[src/hw/fsp_defines.svh]
// Purpose: Constants for the flash self-programming sequencer.
// Assumes: 20 MHz core clock.
// Notes: Offsets, bit positions, command codes and timing counts.
`ifndef FSP_DEFINES_SVH
`define FSP_DEFINES_SVH
`define FSP_CTRL_OFS 8'h00
`define FSP_CTRL_RST 8'h00
`define FSP_B_EN 0
`define FSP_B_IE 7
`define FSP_B_BUSY 6
`define FSP_CMD_LOAD 5'h01
`define FSP_CMD_ERASE 5'h03
`define FSP_CMD_WRITE 5'h05
`define FSP_CMD_LOCK 5'h09
`define FSP_CMD_REEN 5'h11
`define FSP_STORE_WIN 3'h4
`define FSP_LOAD_MIN_CNT 3'h2
`define FSP_CLK_NS 50
`define FSP_T_OP_MIN_NS 3700000
`define FSP_T_OP_MAX_NS 4500000
`define FSP_OP_CYC ((`FSP_T_OP_MIN_NS + `FSP_CLK_NS - 1) / `FSP_CLK_NS)
`define FSP_Z_FUSE_LO 16'h0000
`define FSP_Z_LOCK 16'h0001
`define FSP_Z_FUSE_HI 16'h0003
`define FSP_LOCK_LSB 2
`define FSP_LOCK_MSB 5
`define FSP_ERASED_WORD 16'hFFFF
`define FSP_UNKNOWN_BYTE 8'hFF
`endif

[src/hw/fsp_pkg.sv]
// Purpose: Types shared by the flash self-programming sequencer.
// Assumes: Nothing beyond the defines header.
// Notes: Core requests and flash commands travel as packed structs.
package fsp_pkg;
  typedef enum logic [0:0] {ST_IDLE, ST_BUSY} fsp_state_t;
  typedef enum logic [1:0] {OP_NONE, OP_ERASE, OP_WRITE, OP_LOCK} fsp_op_t;
  typedef struct packed {
    logic spm;
    logic lpm;
    logic [15:0] z;
    logic [15:0] data;
  } fsp_core_req_t;
  typedef struct packed {
    logic start;
    logic active;
    fsp_op_t op;
    logic [15:0] page;
  } fsp_flash_cmd_t;
endpackage : fsp_pkg

[src/hw/fsp_seq.sv]
// Purpose: Self-programming sequencer for paged program flash.
// Assumes: Core strobes are one cycle long and synchronous to clk.
// Notes: Lock bits are held in flops here; fuses arrive as programmed flags.
//
// The implementer's own choices: the address-and-strobe port and the placing of the registers.
`timescale 1ns/1ps
`include "fsp_defines.svh"

// Contract
// - Erase command then store within four cycles erases page, data ignored.
// - Erase of concurrent section keeps halting section readable; else halt core.
// - Load command then store writes data pair at pointer word field.
// - Buffer clears after page write, on reenable write, on reset.
// - EEPROM write during buffer loading discards loaded data.
// - Write command then store programs buffer into the page, data ignored.
// - Write to halting section halts core; concurrent section write does not.
// - Ready interrupt stays asserted while enabled and instruction enable clear.
// - Erase or write blocks concurrent section reads and holds busy flag; busy flag is set here only for concurrent section pages.
// - Lock command then store sets boot lock bits from low data.
// - Program lock bits whose low data bits 5:2 are zero; pointer ignored.
// - Lock programming keeps all flash readable, no halt; a busy flag left set still blocks concurrent section reads here.
// - EEPROM write busy refuses commands and fuse or lock readback.
// - Pointer 0001 with readback armed, load within three cycles returns locks.
// - Readback bits clear after readback or three or four cycle expiry.
// - Pointer 0000 readback returns low fuse byte bit 7 down to 0.
// - Pointer 0003 readback returns high fuse byte.
// - Readback shows programmed bits as zero, unprogrammed as one.
// - Buffer words load in any order; software erases same page first.
// - Instruction enable stays set for whole erase or write.
// - Erase, write and lock programming last between 3.7 and 4.5 ms.
// - Reenable write during loading aborts load and discards buffer.
// - Instruction enable arms store for four cycles, then clears.
module fsp_seq
  import fsp_pkg::*;
#(
  parameter int PAGE_WORDS = 64,
  parameter int NUM_PAGES = 128,
  parameter int HALT_FIRST_PAGE = 112,
  parameter int OP_CYCLES = `FSP_OP_CYC
) (
  // Clock and reset.
  input wire logic clk,
  input wire logic rst_n,
  // Register port.
  input wire logic [7:0] reg_addr,
  input wire logic [7:0] reg_wdata,
  input wire logic reg_we,
  input wire logic reg_re,
  output logic [7:0] reg_rdata,
  // Core instruction port.
  input wire fsp_core_req_t core_req,
  output logic lpm_ack,
  output logic [7:0] lpm_data,
  output logic cpu_halt,
  output logic rww_read_block,
  output logic spm_ready_irq,
  // EEPROM status.
  input wire logic eeprom_write_busy_flag,
  input wire logic eeprom_write_start,
  // Fuses, one bit per fuse, high when programmed.
  input wire logic [7:0] fuse_low_byte,
  input wire logic [7:0] fuse_high_byte,
  // Flash array side.
  output fsp_flash_cmd_t flash_cmd,
  output logic [3:0] boot_lock_prog,
  input wire logic [$clog2(PAGE_WORDS)-1:0] flash_buf_addr,
  output logic [15:0] flash_buf_data
);
  localparam int WB = $clog2(PAGE_WORDS);
  localparam int PB = $clog2(NUM_PAGES);

  if ((1 << WB) != PAGE_WORDS || (1 << PB) != NUM_PAGES || WB + PB + 1 > 16 ||
      HALT_FIRST_PAGE > NUM_PAGES || OP_CYCLES < 2) begin : g_bad_params
    $error("fsp_seq: unsupported parameter values");
  end

  // Flops.
  fsp_state_t st_q, st_d;
  fsp_op_t op_q, op_d;
  logic [4:0] cmd_q, cmd_d;
  logic ie_q, ie_d;
  logic [2:0] cnt_q, cnt_d;
  logic [31:0] tmr_q, tmr_d;
  logic [PB-1:0] page_q, page_d;
  logic halt_q, halt_d;
  logic busy_q, busy_d;
  logic [3:0] lock_q, lock_d;
  logic [3:0] lock_pend_q, lock_pend_d;
  logic [PAGE_WORDS-1:0] vld_q, vld_d;
  logic [15:0] buf_mem [PAGE_WORDS];
  logic [7:0] rdata_q;
  logic ack_q;
  logic [7:0] lpm_q;
  logic [15:0] bufq_q;
  logic start_q;

  // Decode.
  wire ctrl_hit = (reg_addr == `FSP_CTRL_OFS);
  wire ctrl_wr = reg_we && ctrl_hit;
  wire [4:0] wcmd = reg_wdata[4:0];
  wire cmd_legal = (wcmd == `FSP_CMD_LOAD) || (wcmd == `FSP_CMD_ERASE) ||
                   (wcmd == `FSP_CMD_WRITE) || (wcmd == `FSP_CMD_LOCK) ||
                   (wcmd == `FSP_CMD_REEN);
  wire idle = (st_q == ST_IDLE);
  wire cmd_take = ctrl_wr && cmd_legal && idle && !eeprom_write_busy_flag;
  wire armed = (cnt_q != 3'h0);
  wire spm_go = core_req.spm && armed && cmd_q[`FSP_B_EN] && idle &&
                !eeprom_write_busy_flag;
  wire lpm_go = core_req.lpm && (cnt_q >= `FSP_LOAD_MIN_CNT) &&
                (cmd_q == `FSP_CMD_LOCK) && idle && !eeprom_write_busy_flag;
  wire [WB-1:0] z_word = core_req.z[WB:1];
  wire [PB-1:0] z_page = core_req.z[WB+PB:WB+1];
  wire z_halting = (32'(z_page) >= HALT_FIRST_PAGE);
  wire is_load = spm_go && (cmd_q == `FSP_CMD_LOAD);
  wire is_erase = spm_go && (cmd_q == `FSP_CMD_ERASE);
  wire is_write = spm_go && (cmd_q == `FSP_CMD_WRITE);
  wire is_lock = spm_go && (cmd_q == `FSP_CMD_LOCK);
  wire is_reen = spm_go && (cmd_q == `FSP_CMD_REEN);
  wire done = (st_q == ST_BUSY) && (tmr_q == 32'h0000_0000);
  wire loading = (vld_q != '0);
  // Reenable written with enable aborts any load in progress.
  wire reen_wr = cmd_take && (wcmd == `FSP_CMD_REEN);
  wire buf_clr = reen_wr || (done && op_q == OP_WRITE) ||
                 (eeprom_write_start && loading);
  wire [PAGE_WORDS-1:0] set_mask = is_load ? (PAGE_WORDS'(1) << z_word) : '0;
  wire [7:0] lock_byte = {2'b11, ~lock_q, 2'b11};

  function automatic logic [7:0] readback(input logic [15:0] z, input logic [7:0] lk,
                                          input logic [7:0] flo, input logic [7:0] fhi);
    logic [7:0] r;
    r = `FSP_UNKNOWN_BYTE;
    if (z == `FSP_Z_FUSE_LO) begin
      r = ~flo;
    end else if (z == `FSP_Z_LOCK) begin
      r = lk;
    end else if (z == `FSP_Z_FUSE_HI) begin
      r = ~fhi;
    end
    return r;
  endfunction : readback

  always_comb begin
    st_d = st_q;
    op_d = op_q;
    cmd_d = cmd_q;
    ie_d = ie_q;
    cnt_d = armed ? cnt_q - 3'h1 : 3'h0;
    tmr_d = tmr_q;
    page_d = page_q;
    halt_d = halt_q;
    busy_d = busy_q;
    lock_d = lock_q;
    lock_pend_d = lock_pend_q;
    // Set wins over clear so a word stored on a clearing cycle survives.
    vld_d = (buf_clr ? '0 : vld_q) | set_mask;
    if (ctrl_wr) begin
      ie_d = reg_wdata[`FSP_B_IE];
    end
    if (cmd_take) begin
      cmd_d = wcmd;
      cnt_d = `FSP_STORE_WIN;
    end else if (lpm_go) begin
      cmd_d = 5'h00;
      cnt_d = 3'h0;
    end else if (is_load || is_reen) begin
      cmd_d = 5'h00;
      cnt_d = 3'h0;
      busy_d = 1'b0;
    end else if (is_erase || is_write) begin
      st_d = ST_BUSY;
      op_d = is_erase ? OP_ERASE : OP_WRITE;
      page_d = z_page;
      halt_d = z_halting;
      busy_d = busy_q || !z_halting;
      tmr_d = 32'(OP_CYCLES - 1);
      cnt_d = 3'h0;
    end else if (is_lock) begin
      st_d = ST_BUSY;
      op_d = OP_LOCK;
      halt_d = 1'b0;
      lock_pend_d = ~core_req.data[`FSP_LOCK_MSB:`FSP_LOCK_LSB];
      tmr_d = 32'(OP_CYCLES - 1);
      cnt_d = 3'h0;
    end else if (idle && cnt_q == 3'h1) begin
      cmd_d = 5'h00;
    end
    if (st_q == ST_BUSY) begin
      tmr_d = tmr_q - 32'h0000_0001;
      if (done) begin
        st_d = ST_IDLE;
        op_d = OP_NONE;
        cmd_d = 5'h00;
        halt_d = 1'b0;
        tmr_d = 32'h0000_0000;
        if (op_q == OP_LOCK) begin
          lock_d = lock_q | lock_pend_q;
        end
      end
    end
  end

  always_ff @(posedge clk or negedge rst_n) begin
    if (!rst_n) begin
      st_q <= ST_IDLE;
      op_q <= OP_NONE;
      cmd_q <= 5'h00;
      ie_q <= 1'b0;
      cnt_q <= 3'h0;
      tmr_q <= 32'h0000_0000;
      page_q <= '0;
      halt_q <= 1'b0;
      busy_q <= 1'b0;
      lock_q <= 4'h0;
      lock_pend_q <= 4'h0;
      vld_q <= '0;
    end else begin
      st_q <= st_d;
      op_q <= op_d;
      cmd_q <= cmd_d;
      ie_q <= ie_d;
      cnt_q <= cnt_d;
      tmr_q <= tmr_d;
      page_q <= page_d;
      halt_q <= halt_d;
      busy_q <= busy_d;
      lock_q <= lock_d;
      lock_pend_q <= lock_pend_d;
      vld_q <= vld_d;
    end
  end

  // The buffer array carries no reset; the valid vector stands for its contents.
  always_ff @(posedge clk) begin
    if (is_load) begin
      buf_mem[z_word] <= core_req.data;
    end
  end

  always_ff @(posedge clk or negedge rst_n) begin
    if (!rst_n) begin
      rdata_q <= 8'h00;
      ack_q <= 1'b0;
      lpm_q <= 8'h00;
      bufq_q <= `FSP_ERASED_WORD;
      start_q <= 1'b0;
    end else begin
      rdata_q <= (reg_re && ctrl_hit) ?
                 {ie_q, busy_q, 1'b0, cmd_q} : 8'h00;
      ack_q <= lpm_go;
      lpm_q <= lpm_go ? readback(core_req.z, lock_byte, fuse_low_byte, fuse_high_byte) : lpm_q;
      bufq_q <= vld_q[flash_buf_addr] ? buf_mem[flash_buf_addr] : `FSP_ERASED_WORD;
      start_q <= is_erase || is_write || is_lock;
    end
  end

  assign reg_rdata = rdata_q;
  assign lpm_ack = ack_q;
  assign lpm_data = lpm_q;
  assign cpu_halt = halt_q;
  assign rww_read_block = busy_q || (st_q == ST_BUSY && op_q != OP_LOCK);
  assign spm_ready_irq = ie_q && !cmd_q[`FSP_B_EN];
  assign flash_cmd.start = start_q;
  assign flash_cmd.active = (st_q == ST_BUSY);
  assign flash_cmd.op = op_q;
  assign flash_cmd.page = 16'(page_q);
  assign boot_lock_prog = lock_q;
  assign flash_buf_data = bufq_q;

  // Helper counter of active cycles for the duration check.
  logic [31:0] len_q;
  always_ff @(posedge clk or negedge rst_n) begin
    if (!rst_n) begin
      len_q <= 32'h0000_0000;
    end else begin
      len_q <= flash_cmd.active ? len_q + 32'h0000_0001 : 32'h0000_0000;
    end
  end

  arm_expiry_a: assert property (@(posedge clk) disable iff (!rst_n)
    (idle && cnt_q == 3'h1 && !spm_go && !lpm_go && !cmd_take) |=> (cmd_q == 5'h00))
    else $error("armed command not cleared at window end");
  late_store_a: assert property (@(posedge clk) disable iff (!rst_n)
    (idle && !armed && !cmd_take) ##1 core_req.spm |=> (st_q == ST_IDLE))
    else $error("store after expiry started an operation");
  ready_irq_a: assert property (@(posedge clk) disable iff (!rst_n)
    (ie_q && idle && !armed) |-> spm_ready_irq)
    else $error("ready interrupt missing");
  busy_enable_a: assert property (@(posedge clk) disable iff (!rst_n)
    (st_q == ST_BUSY) |-> cmd_q[`FSP_B_EN])
    else $error("enable dropped during operation");
  op_length_a: assert property (@(posedge clk) disable iff (!rst_n)
    $fell(flash_cmd.active) |-> ($past(len_q) == 32'(OP_CYCLES - 1)))
    else $error("operation length wrong");
  halt_section_a: assert property (@(posedge clk) disable iff (!rst_n)
    (is_erase || is_write) |=> (cpu_halt == $past(z_halting)))
    else $error("halt does not follow target section");
  lock_no_halt_a: assert property (@(posedge clk) disable iff (!rst_n)
    (op_q == OP_LOCK) |-> (!cpu_halt && !rww_read_block) || busy_q)
    else $error("lock programming blocked reads");
  rww_block_a: assert property (@(posedge clk) disable iff (!rst_n)
    (st_q == ST_BUSY && (op_q == OP_ERASE || op_q == OP_WRITE) && !halt_q) |->
    (rww_read_block && busy_q))
    else $error("concurrent section not blocked");
  eeprom_refuse_a: assert property (@(posedge clk) disable iff (!rst_n)
    (eeprom_write_busy_flag && core_req.lpm) |=> !lpm_ack)
    else $error("readback during eeprom write");
  buf_clear_a: assert property (@(posedge clk) disable iff (!rst_n)
    (done && op_q == OP_WRITE && !is_load) |=> (vld_q == '0))
    else $error("buffer not cleared after page write");
  fuse_low_a: assert property (@(posedge clk) disable iff (!rst_n)
    (lpm_go && core_req.z == `FSP_Z_FUSE_LO) |=> (lpm_data == ~$past(fuse_low_byte)))
    else $error("low fuse readback wrong");
  // Start of each operation and what it latches on the accepting store.
  erase_start_a: assert property (@(posedge clk) disable iff (!rst_n)
    is_erase |=>
    (flash_cmd.start && flash_cmd.active && flash_cmd.op == OP_ERASE))
    else $error("page erase did not start");
  write_start_a: assert property (@(posedge clk) disable iff (!rst_n)
    is_write |=>
    (flash_cmd.start && flash_cmd.active && flash_cmd.op == OP_WRITE))
    else $error("page write did not start");
  page_latch_a: assert property (@(posedge clk) disable iff (!rst_n)
    (is_erase || is_write) |=>
    (flash_cmd.page == 16'($past(z_page))))
    else $error("page address not latched");
  lock_start_a: assert property (@(posedge clk) disable iff (!rst_n)
    is_lock |=>
    (flash_cmd.start && flash_cmd.op == OP_LOCK && !cpu_halt))
    else $error("lock programming did not start");
  lock_apply_a: assert property (@(posedge clk) disable iff (!rst_n)
    (done && op_q == OP_LOCK) |=>
    (boot_lock_prog == ($past(lock_q) | $past(lock_pend_q))))
    else $error("lock bits not applied");
  // Buffer loading and the events that discard it.
  load_store_a: assert property (@(posedge clk) disable iff (!rst_n)
    is_load |=>
    (vld_q[$past(z_word)] && buf_mem[$past(z_word)] == $past(core_req.data)))
    else $error("buffer word not stored");
  reen_clear_a: assert property (@(posedge clk) disable iff (!rst_n)
    (reen_wr && !is_load) |=>
    (vld_q == '0))
    else $error("reenable did not discard buffer");
  eeprom_discard_a: assert property (@(posedge clk) disable iff (!rst_n)
    (eeprom_write_start && loading && !is_load) |=>
    (vld_q == '0))
    else $error("eeprom write did not discard buffer");
  busy_reen_a: assert property (@(posedge clk) disable iff (!rst_n)
    (is_reen || is_load) |=>
    !busy_q)
    else $error("section busy not cleared");
  // Arming windows, readback and refusal.
  arm_window_a: assert property (@(posedge clk) disable iff (!rst_n)
    cmd_take |=>
    (cnt_q == `FSP_STORE_WIN && cmd_q == $past(wcmd)))
    else $error("arming window not opened");
  late_load_a: assert property (@(posedge clk) disable iff (!rst_n)
    (core_req.lpm && idle && cnt_q < `FSP_LOAD_MIN_CNT) |=>
    !lpm_ack)
    else $error("readback accepted outside window");
  readback_clear_a: assert property (@(posedge clk) disable iff (!rst_n)
    (lpm_go && !cmd_take) |=>
    (lpm_ack && cmd_q == 5'h00))
    else $error("readback did not disarm");
  lock_read_a: assert property (@(posedge clk) disable iff (!rst_n)
    (lpm_go && core_req.z == `FSP_Z_LOCK) |=>
    (lpm_data == {2'b11, ~$past(lock_q), 2'b11}))
    else $error("lock readback wrong");
  fuse_high_a: assert property (@(posedge clk) disable iff (!rst_n)
    (lpm_go && core_req.z == `FSP_Z_FUSE_HI) |=>
    (lpm_data == ~$past(fuse_high_byte)))
    else $error("high fuse readback wrong");
  eeprom_store_a: assert property (@(posedge clk) disable iff (!rst_n)
    (eeprom_write_busy_flag && core_req.spm) |=>
    !flash_cmd.start)
    else $error("store accepted during eeprom write");
  enable_end_a: assert property (@(posedge clk) disable iff (!rst_n)
    $fell(flash_cmd.active) |->
    (cmd_q == 5'h00 && st_q == ST_IDLE && (spm_ready_irq || !ie_q)))
    else $error("enable not cleared at operation end");
endmodule : fsp_seq

[config.mk]
export PLATFORM = sky130hd
export DESIGN_NAME = fsp_seq
export DESIGN_NICKNAME = d
export VERILOG_FILES = /design/src/hw/fsp_pkg.sv /design/src/hw/fsp_seq.sv
export VERILOG_INCLUDE_DIRS = /design/src /design/src/hw
export SDC_FILE = /design/constraint.sdc
export NUM_CORES = 1
export LEC_CHECK = 0
export CAP_MARGIN = 10
export CORE_MARGIN = 2
export CORE_UTILIZATION = 30
export DETAILED_ROUTE_END_ITERATION = 16
export DONT_BUFFER_PORTS = 1
export PLACE_DENSITY_LB_ADDON = 0.1
export REMOVE_ABC_BUFFERS = 1
export SLEW_MARGIN = 20
export SYNTH_ARGS = -nofsm -noshare
export SYNTH_HDL_FRONTEND = slang
export SYNTH_SLANG_ARGS = --single-unit
[constraint.sdc]
create_clock -name clk -period 2.8 [get_ports clk]
set_clock_uncertainty 0.05 [all_clocks]
set_input_delay 0.28 -clock clk [delete_from_list [all_inputs] [get_ports clk]]
set_output_delay 0.28 -clock clk [all_outputs]
set_load 0.02 [all_outputs]
== Word level (Yosys, flattened, before mapping) ==
Memories as Yosys holds them, arrays and structs flattened.
Index checks and enable logic that the tools add are counted.

* Shift operators: 1
* $lt $le $gt $ge: 3
* Mux-type cells: 56
* Equal/unequal tests: 19
* Reductions and logical operators: 51
* Add/sub/neg operators: 2
* Bitwise operators: 11

{| class="wikitable"
|+ Operator list
! kind !! count
|-
| $mux W32 || 7
|-
| $mux W64 || 2
|-
| $or A64 B64 Y64 || 1
|-
| $reduce_bool A64 Y1 || 1
|-
| $shl A1 B6 Y64 const A || 1
|-
| $mux W5 || 8
|-
| $logic_not A32 Y1 || 1
|-
| $mux W8 || 4
|-
| $sub A32 B1 Y32 const B || 1
|-
| $logic_and A1 B1 Y1 || 25
|-
| $mux W1 || 19
|-
| $mux W3 || 6
|-
| $eq A16 B1 Y1 const B || 1
|-
| $eq A16 B2 Y1 const B || 1
|-
| $logic_not A16 Y1 || 1
|-
| $mux W16 || 1
|-
| $mux W2 || 8
|-
| $not A8 Y8 || 2
|-
| $logic_or A1 B1 Y1 || 11
|-
| $eq A5 B1 Y1 const B || 2
|-
| $eq A5 B2 Y1 const B || 2
|-
| $eq A5 B3 Y1 const B || 2
|-
| $eq A5 B4 Y1 const B || 2
|-
| $eq A5 B5 Y1 const B || 2
|-
| 18 further kinds || 32
|}

* Memories kept: 1
* Register bits: 159
* Logic and storage cells: 161
* Memory bits (writable): 1024

{| class="wikitable"
|+ Memory list
! name !! words !! bits a word !! rd ports !! clocked after memory_dff !! write ports !! line !! text
|-
| buf_mem || 64 || 16 || 1 || 0 || 1 || fsp_seq.sv:90 || <nowiki>logic [15:0] buf_mem [PAGE_WORDS];</nowiki>
|}

== Depth between registers and ports, before layout ==
* Depth in word-level cells: 13
* Depth in mapped cells: 11

== Least setup slack after synthesis ==
Ideal clock, no wire load.

* Path kind: register to register
* Start point: register cmd_q[1]
* End point: memory buf_mem[32][0], enable pin
* Path buffers: 2
* Cell stages (with the launch flop): 8
* Arrival time: 2.527 ns
* Setup slack: -0.166 ns
* Required time: 2.362 ns
* Clock period less this slack: 2.966 ns
* Path through: dfrtp_1 clkbuf_1 nor4b_1 nor3b_1 nor2b_1 nand3_1 clkbuf_1 nor2_1

* Cells in the longest elaborated chain, start to end: 4

{| class="wikitable"
|+ RTL lines
! what !! line !! text
|-
| start: declaration || fsp_seq.sv:80 || <nowiki>logic [4:0] cmd_q, cmd_d;</nowiki>
|-
| start signal: assignment || fsp_seq.sv:219 || <nowiki>cmd_q <= cmd_d;</nowiki>
|-
| $eq A5 B1 Y1 (no line) || n/a ||
|-
| $logic_and A1 B1 Y1 || fsp_seq.sv:114 || <nowiki>wire is_load = spm_go && (cmd_q == `FSP_CMD_LOAD);</nowiki>
|-
| $mux W1 || fsp_seq.sv:234 || <nowiki>if (is_load) begin</nowiki>
|-
| $mux W1 (not written as such) || fsp_seq.sv:235 || <nowiki>buf_mem[z_word] <= core_req.data;</nowiki>
|-
| end: declaration || fsp_seq.sv:90 ||
|}

No other way between the ends.

== Final worst setup path ==
* Start point: register tmr_q[15]
* End point: register tmr_q[7]

* Cells in the longest elaborated chain, start to end: 4

{| class="wikitable"
|+ RTL lines
! what !! line !! text
|-
| start: declaration || fsp_seq.sv:83 || <nowiki>logic [31:0] tmr_q, tmr_d;</nowiki>
|-
| start signal: assignment || fsp_seq.sv:222 || <nowiki>tmr_q <= tmr_d;</nowiki>
|-
| $logic_not A32 Y1 || fsp_seq.sv:119 || <nowiki>wire done = (st_q == ST_BUSY) && (tmr_q == 32'h0000_0000);</nowiki>
|-
| $logic_and A1 B1 Y1 || fsp_seq.sv:119 ||
|-
| $mux W32 || fsp_seq.sv:189 || <nowiki>if (done) begin</nowiki>
|-
| $mux W32 || fsp_seq.sv:187 || <nowiki>if (st_q == ST_BUSY) begin</nowiki>
|}

No other way between the ends.
A chain may end at the register's enable or synchronous reset.

==> flow_summary.ini <==
[outcome]
status = finished, violations left
violations = hold timing

[grt]
grt_usage_pct = 16.63
grt_max_degree = 275
antenna_found_initial = 4
grt.overflow.total = 0
grt_first_pass_wirelength_um = 190000
grt_pass1_vias = 26461

[drt]
via_per_inst = 5.137
drc = 0
final_antenna_net_count = 0
vias = 24771
drtIter0Drc = 1751
wl_um = 131200
drtPass1Iterations = 5
wl_per_cell_um = 27.22

[cts]
hold_buffers = 74
root_buffer = clkbuf_16
insertion_delay_ns = 0.74
cts_buffers = 137
clkTransAtPathRegs_ns = 0.06
clockBufferDepth = 3
h-tree-depth = 4
postCtsSetupBuffers = 0
cts.sinks = 1182
cts_tree = built

[timing]
maxSlewHeadroom_pct = 23.47
min_period_over_period_pct = 95.54
min_period_ns = 2.675
setup_viol = 0
worst_slew_pin_slew_ns = 1.148
hold_viol = 158
hold_ws_ns = -0.8150
rsz0062_at_grt = false
drv_slew = 0
fmaxAchievable_mhz = 373.8
tns_ns = 0

[logic_synthesis]
synth_compound_area_share_pct = 6.024
synth_area_leader_cell = edfxtp_1
yosysSeqAreaShare_pct = 74.43
yosys_warnings = 0
yosysTopAreaCellShare_pct = 65.91
syn_avg_cell_area_um2 = 19.06
yosys.area_share.simple_pct = 4.017
ys_ff_latch = 1182
netlist_instances = 2448
synthesis.area_um2 = 46650
synth_top_family_by_area = multiplexers
synthAdderAreaFrac_pct = 0.02682
synth_cell_types = 71
ys_async_sr_fraction_pct = 13.37
yosys-mux-area-fraction_pct = 13.45
synthXorXnorAreaFrac_pct = 0.09387
synthFlopType = edfxtp_1
yosys-top-cells-area = edfxtp_1 (66%), mux4_2 (13%), dfrtp_1 (7.6%), a22oi_1 (2.1%), o32ai_1 (1.2%)
synth-edff-count = 1024

[min_path]
holdCritPathClass = input pin to asynchronous set/reset pin

[power]
pwr_density_cell_nw_per_um2 = 681.7
leakagePower_uw = 0.01822
power_uw = 38300
vdd_drop_max_v = 0.0005536

[final_layout]
postLayoutCellArea_um2 = 56180
seqCellArea_um2 = 34720
drive_gt1_share_pct = 27.07
fin_nets = 2744
multiInputGateArea_um2 = 11200
nFillCells = 14395
area_delta_synth_final_pct = 20.42
final_common_cell = edfxtp_1
layout_common_cells = edfxtp_1 (1024), mux4_2 (269), clkbuf_16 (143)

[die]
die_w_um = 398.4
chipHeight_um = 398.4
core.rowCount = 144
io_pins = 138
initial_core_util_pct = 30.25
dieArea_um2 = 158700
coreArea_um2 = 154200

[worst_setup_path]
cp_max_fo = 9
ff2ff_setup_slack_ns = 0.12
cp.required_ns = 3.34
worstPathArrival_ns = 3.21
rr_endpoint = tmr_q[7]$_DFFE_PN0P_
crit_type = flop to flop
rr_worst_depth = 6
reg2reg_from = tmr_q[15]$_DFFE_PN0P_
cp-end-kind = flop
crit_end = tmr_q[7]$_DFFE_PN0P_
cp-start-kind = flop
cp-startpoint = tmr_q[15]$_DFFE_PN0P_

[place]
detailed_place.area_um2 = 50650
io_buffers = 0
place_congestion = 0.7955
dp_hpwl_um = 73690

[run]
maxCapViolations = 0
==> worst min-delay path by stage <==
stage,from,to,slack (ns)
3_3_place_gp,rst_n,start_q$_DFF_PN0_,-0.06
3_5_place_dp,rst_n,start_q$_DFF_PN0_,-0.06
5_1_grt,rst_n,cpu_halt$_DFF_PN0_,-0.87
2_1_floorplan,rst_n,boot_lock_prog[0]$_DFFE_PN0P_,-0.07
4_1_cts,rst_n,op_q[1]$_DFF_PN0_,-0.88
6_report,rst_n,cpu_halt$_DFF_PN0_,-0.81
==> report_power, final <==
group	total [uW]	internal (uW)	switching, uW
combinational	1360	597	759
clock	17700	10600	7130
sequential	19200	19200	40.6
total	38300	30400	7930
==> state kept, by name (all words and copies together), names as in the netlist <==
register,cells
boot_lock_prog,4
buf_mem,1024
busy_q,1
cmd_q,5
cnt_q,3
cpu_halt,1
flash_buf_data,16
ie_q,1
lock_pend_q,4
lpm_ack,1
lpm_data,8
op_q,2
page_q,7
reg_rdata,7
st_q,1
start_q,1
tmr_q,32
vld_q,64
==> area by class of cell <==
| class | count | area share (%) |
|---|---|---|
| antenna | 4 | 0.01782 |
| timing repair buffer | 246 | 5.554 |
| clock inverter | 71 | 1.167 |
| clock buffer | 177 | 6.775 |
| multi-input combinational | 1069 | 19.93 |
| inverter | 29 | 0.1938 |
| tap | 2044 | 4.552 |
| sequential | 1182 | 61.81 |
==> worst max-delay path, cell delays in order (launching register included) <==
cell,delay (ns)
dfrtp_1,0.42
or4_1,0.62
nor4_2,0.44
nand4_1,0.40
buf_4,0.31
or4b_2,0.21
o211ai_1,0.08
==> per-layer routing <==
| layer | vias to the layer above | routed length [um] | track usage (%) |
|---|---|---|---|
| li1 | 10621 | - | - |
| met1 | 13304 | 58050 | 22.39 |
| met2 | 664 | 63610 | 27.45 |
| met3 | 182 | 6891 | 3.457 |
| met4 | 0 | 2684 | 4.259 |
| met5 | - | 0 | 0 |
==> kinds of logic (layout without fill, tap and decap cells) <==
| logic type | after synthesis | count (layout) |
|---|---|---|
| muxes | 289 | 289 |
| other | 1 | 14 |
| adders and majority gates | 1 | 1 |
| AOI/OAI and AO/OA | 398 | 398 |
| and+or+nand+nor | 366 | 366 |
| xor gates and xnor gates | 5 | 5 |
| buffers and inverters | 206 | 523 |
| DFF | 1182 | 1182 |
==> what timing repair did <==
action,in CTS,in global routing
pin swaps,0,1
endpoints found under the hold margin,1259,158
setup endpoints to repair,308,38
resized for setup,3,1
==> through the flow <==
stage | cells | utilization (%) | hold WS, ns | worst slack, ns
6_report | 4822 | 36.43 | -0.8150 | 0.1250
5_1_grt | 4819 | 36.42 | -0.8672 | 0.004536
4_1_cts | 4817 | 36.40 | -0.8752 | 0.08464
3_5_place_dp | 4495 | 32.84 | -0.06065 | -0.1398
3_3_place_gp | 4495 | 32.84 | -0.06018 | -0.1812
2_1_floorplan | 2280 | - | -0.06559 | -1.035
==> Yosys cell counts, types with 5 or more instances <==
cell	instances
inv_1	29
nor2_1	91
buf_4	12
o21ai_1	9
nor3_1	12
a21o_1	12
clkbuf_1	102
a21oi_1	74
or2_2	6
and3_1	8
nor2b_1	6
nand2_1	105
buf_1	25
o21ai_0	35
nor4b_1	5
a31oi_1	14
dfstp_2	16
edfxtp_1	1024
nand3_1	15
dfrtp_1	142
nand4_1	22
mux2_2	14
nor3b_1	6
o211ai_1	9
buf_2	31
mux2i_1	6
a221oi_1	6
a22oi_1	128
or4_1	9
mux4_2	269
buf_6	7
o221ai_1	10
and2_1	12
o32ai_1	64
nor4_1	40
a2bb2oi_1	5
Power figures use the tool's default switching activity.
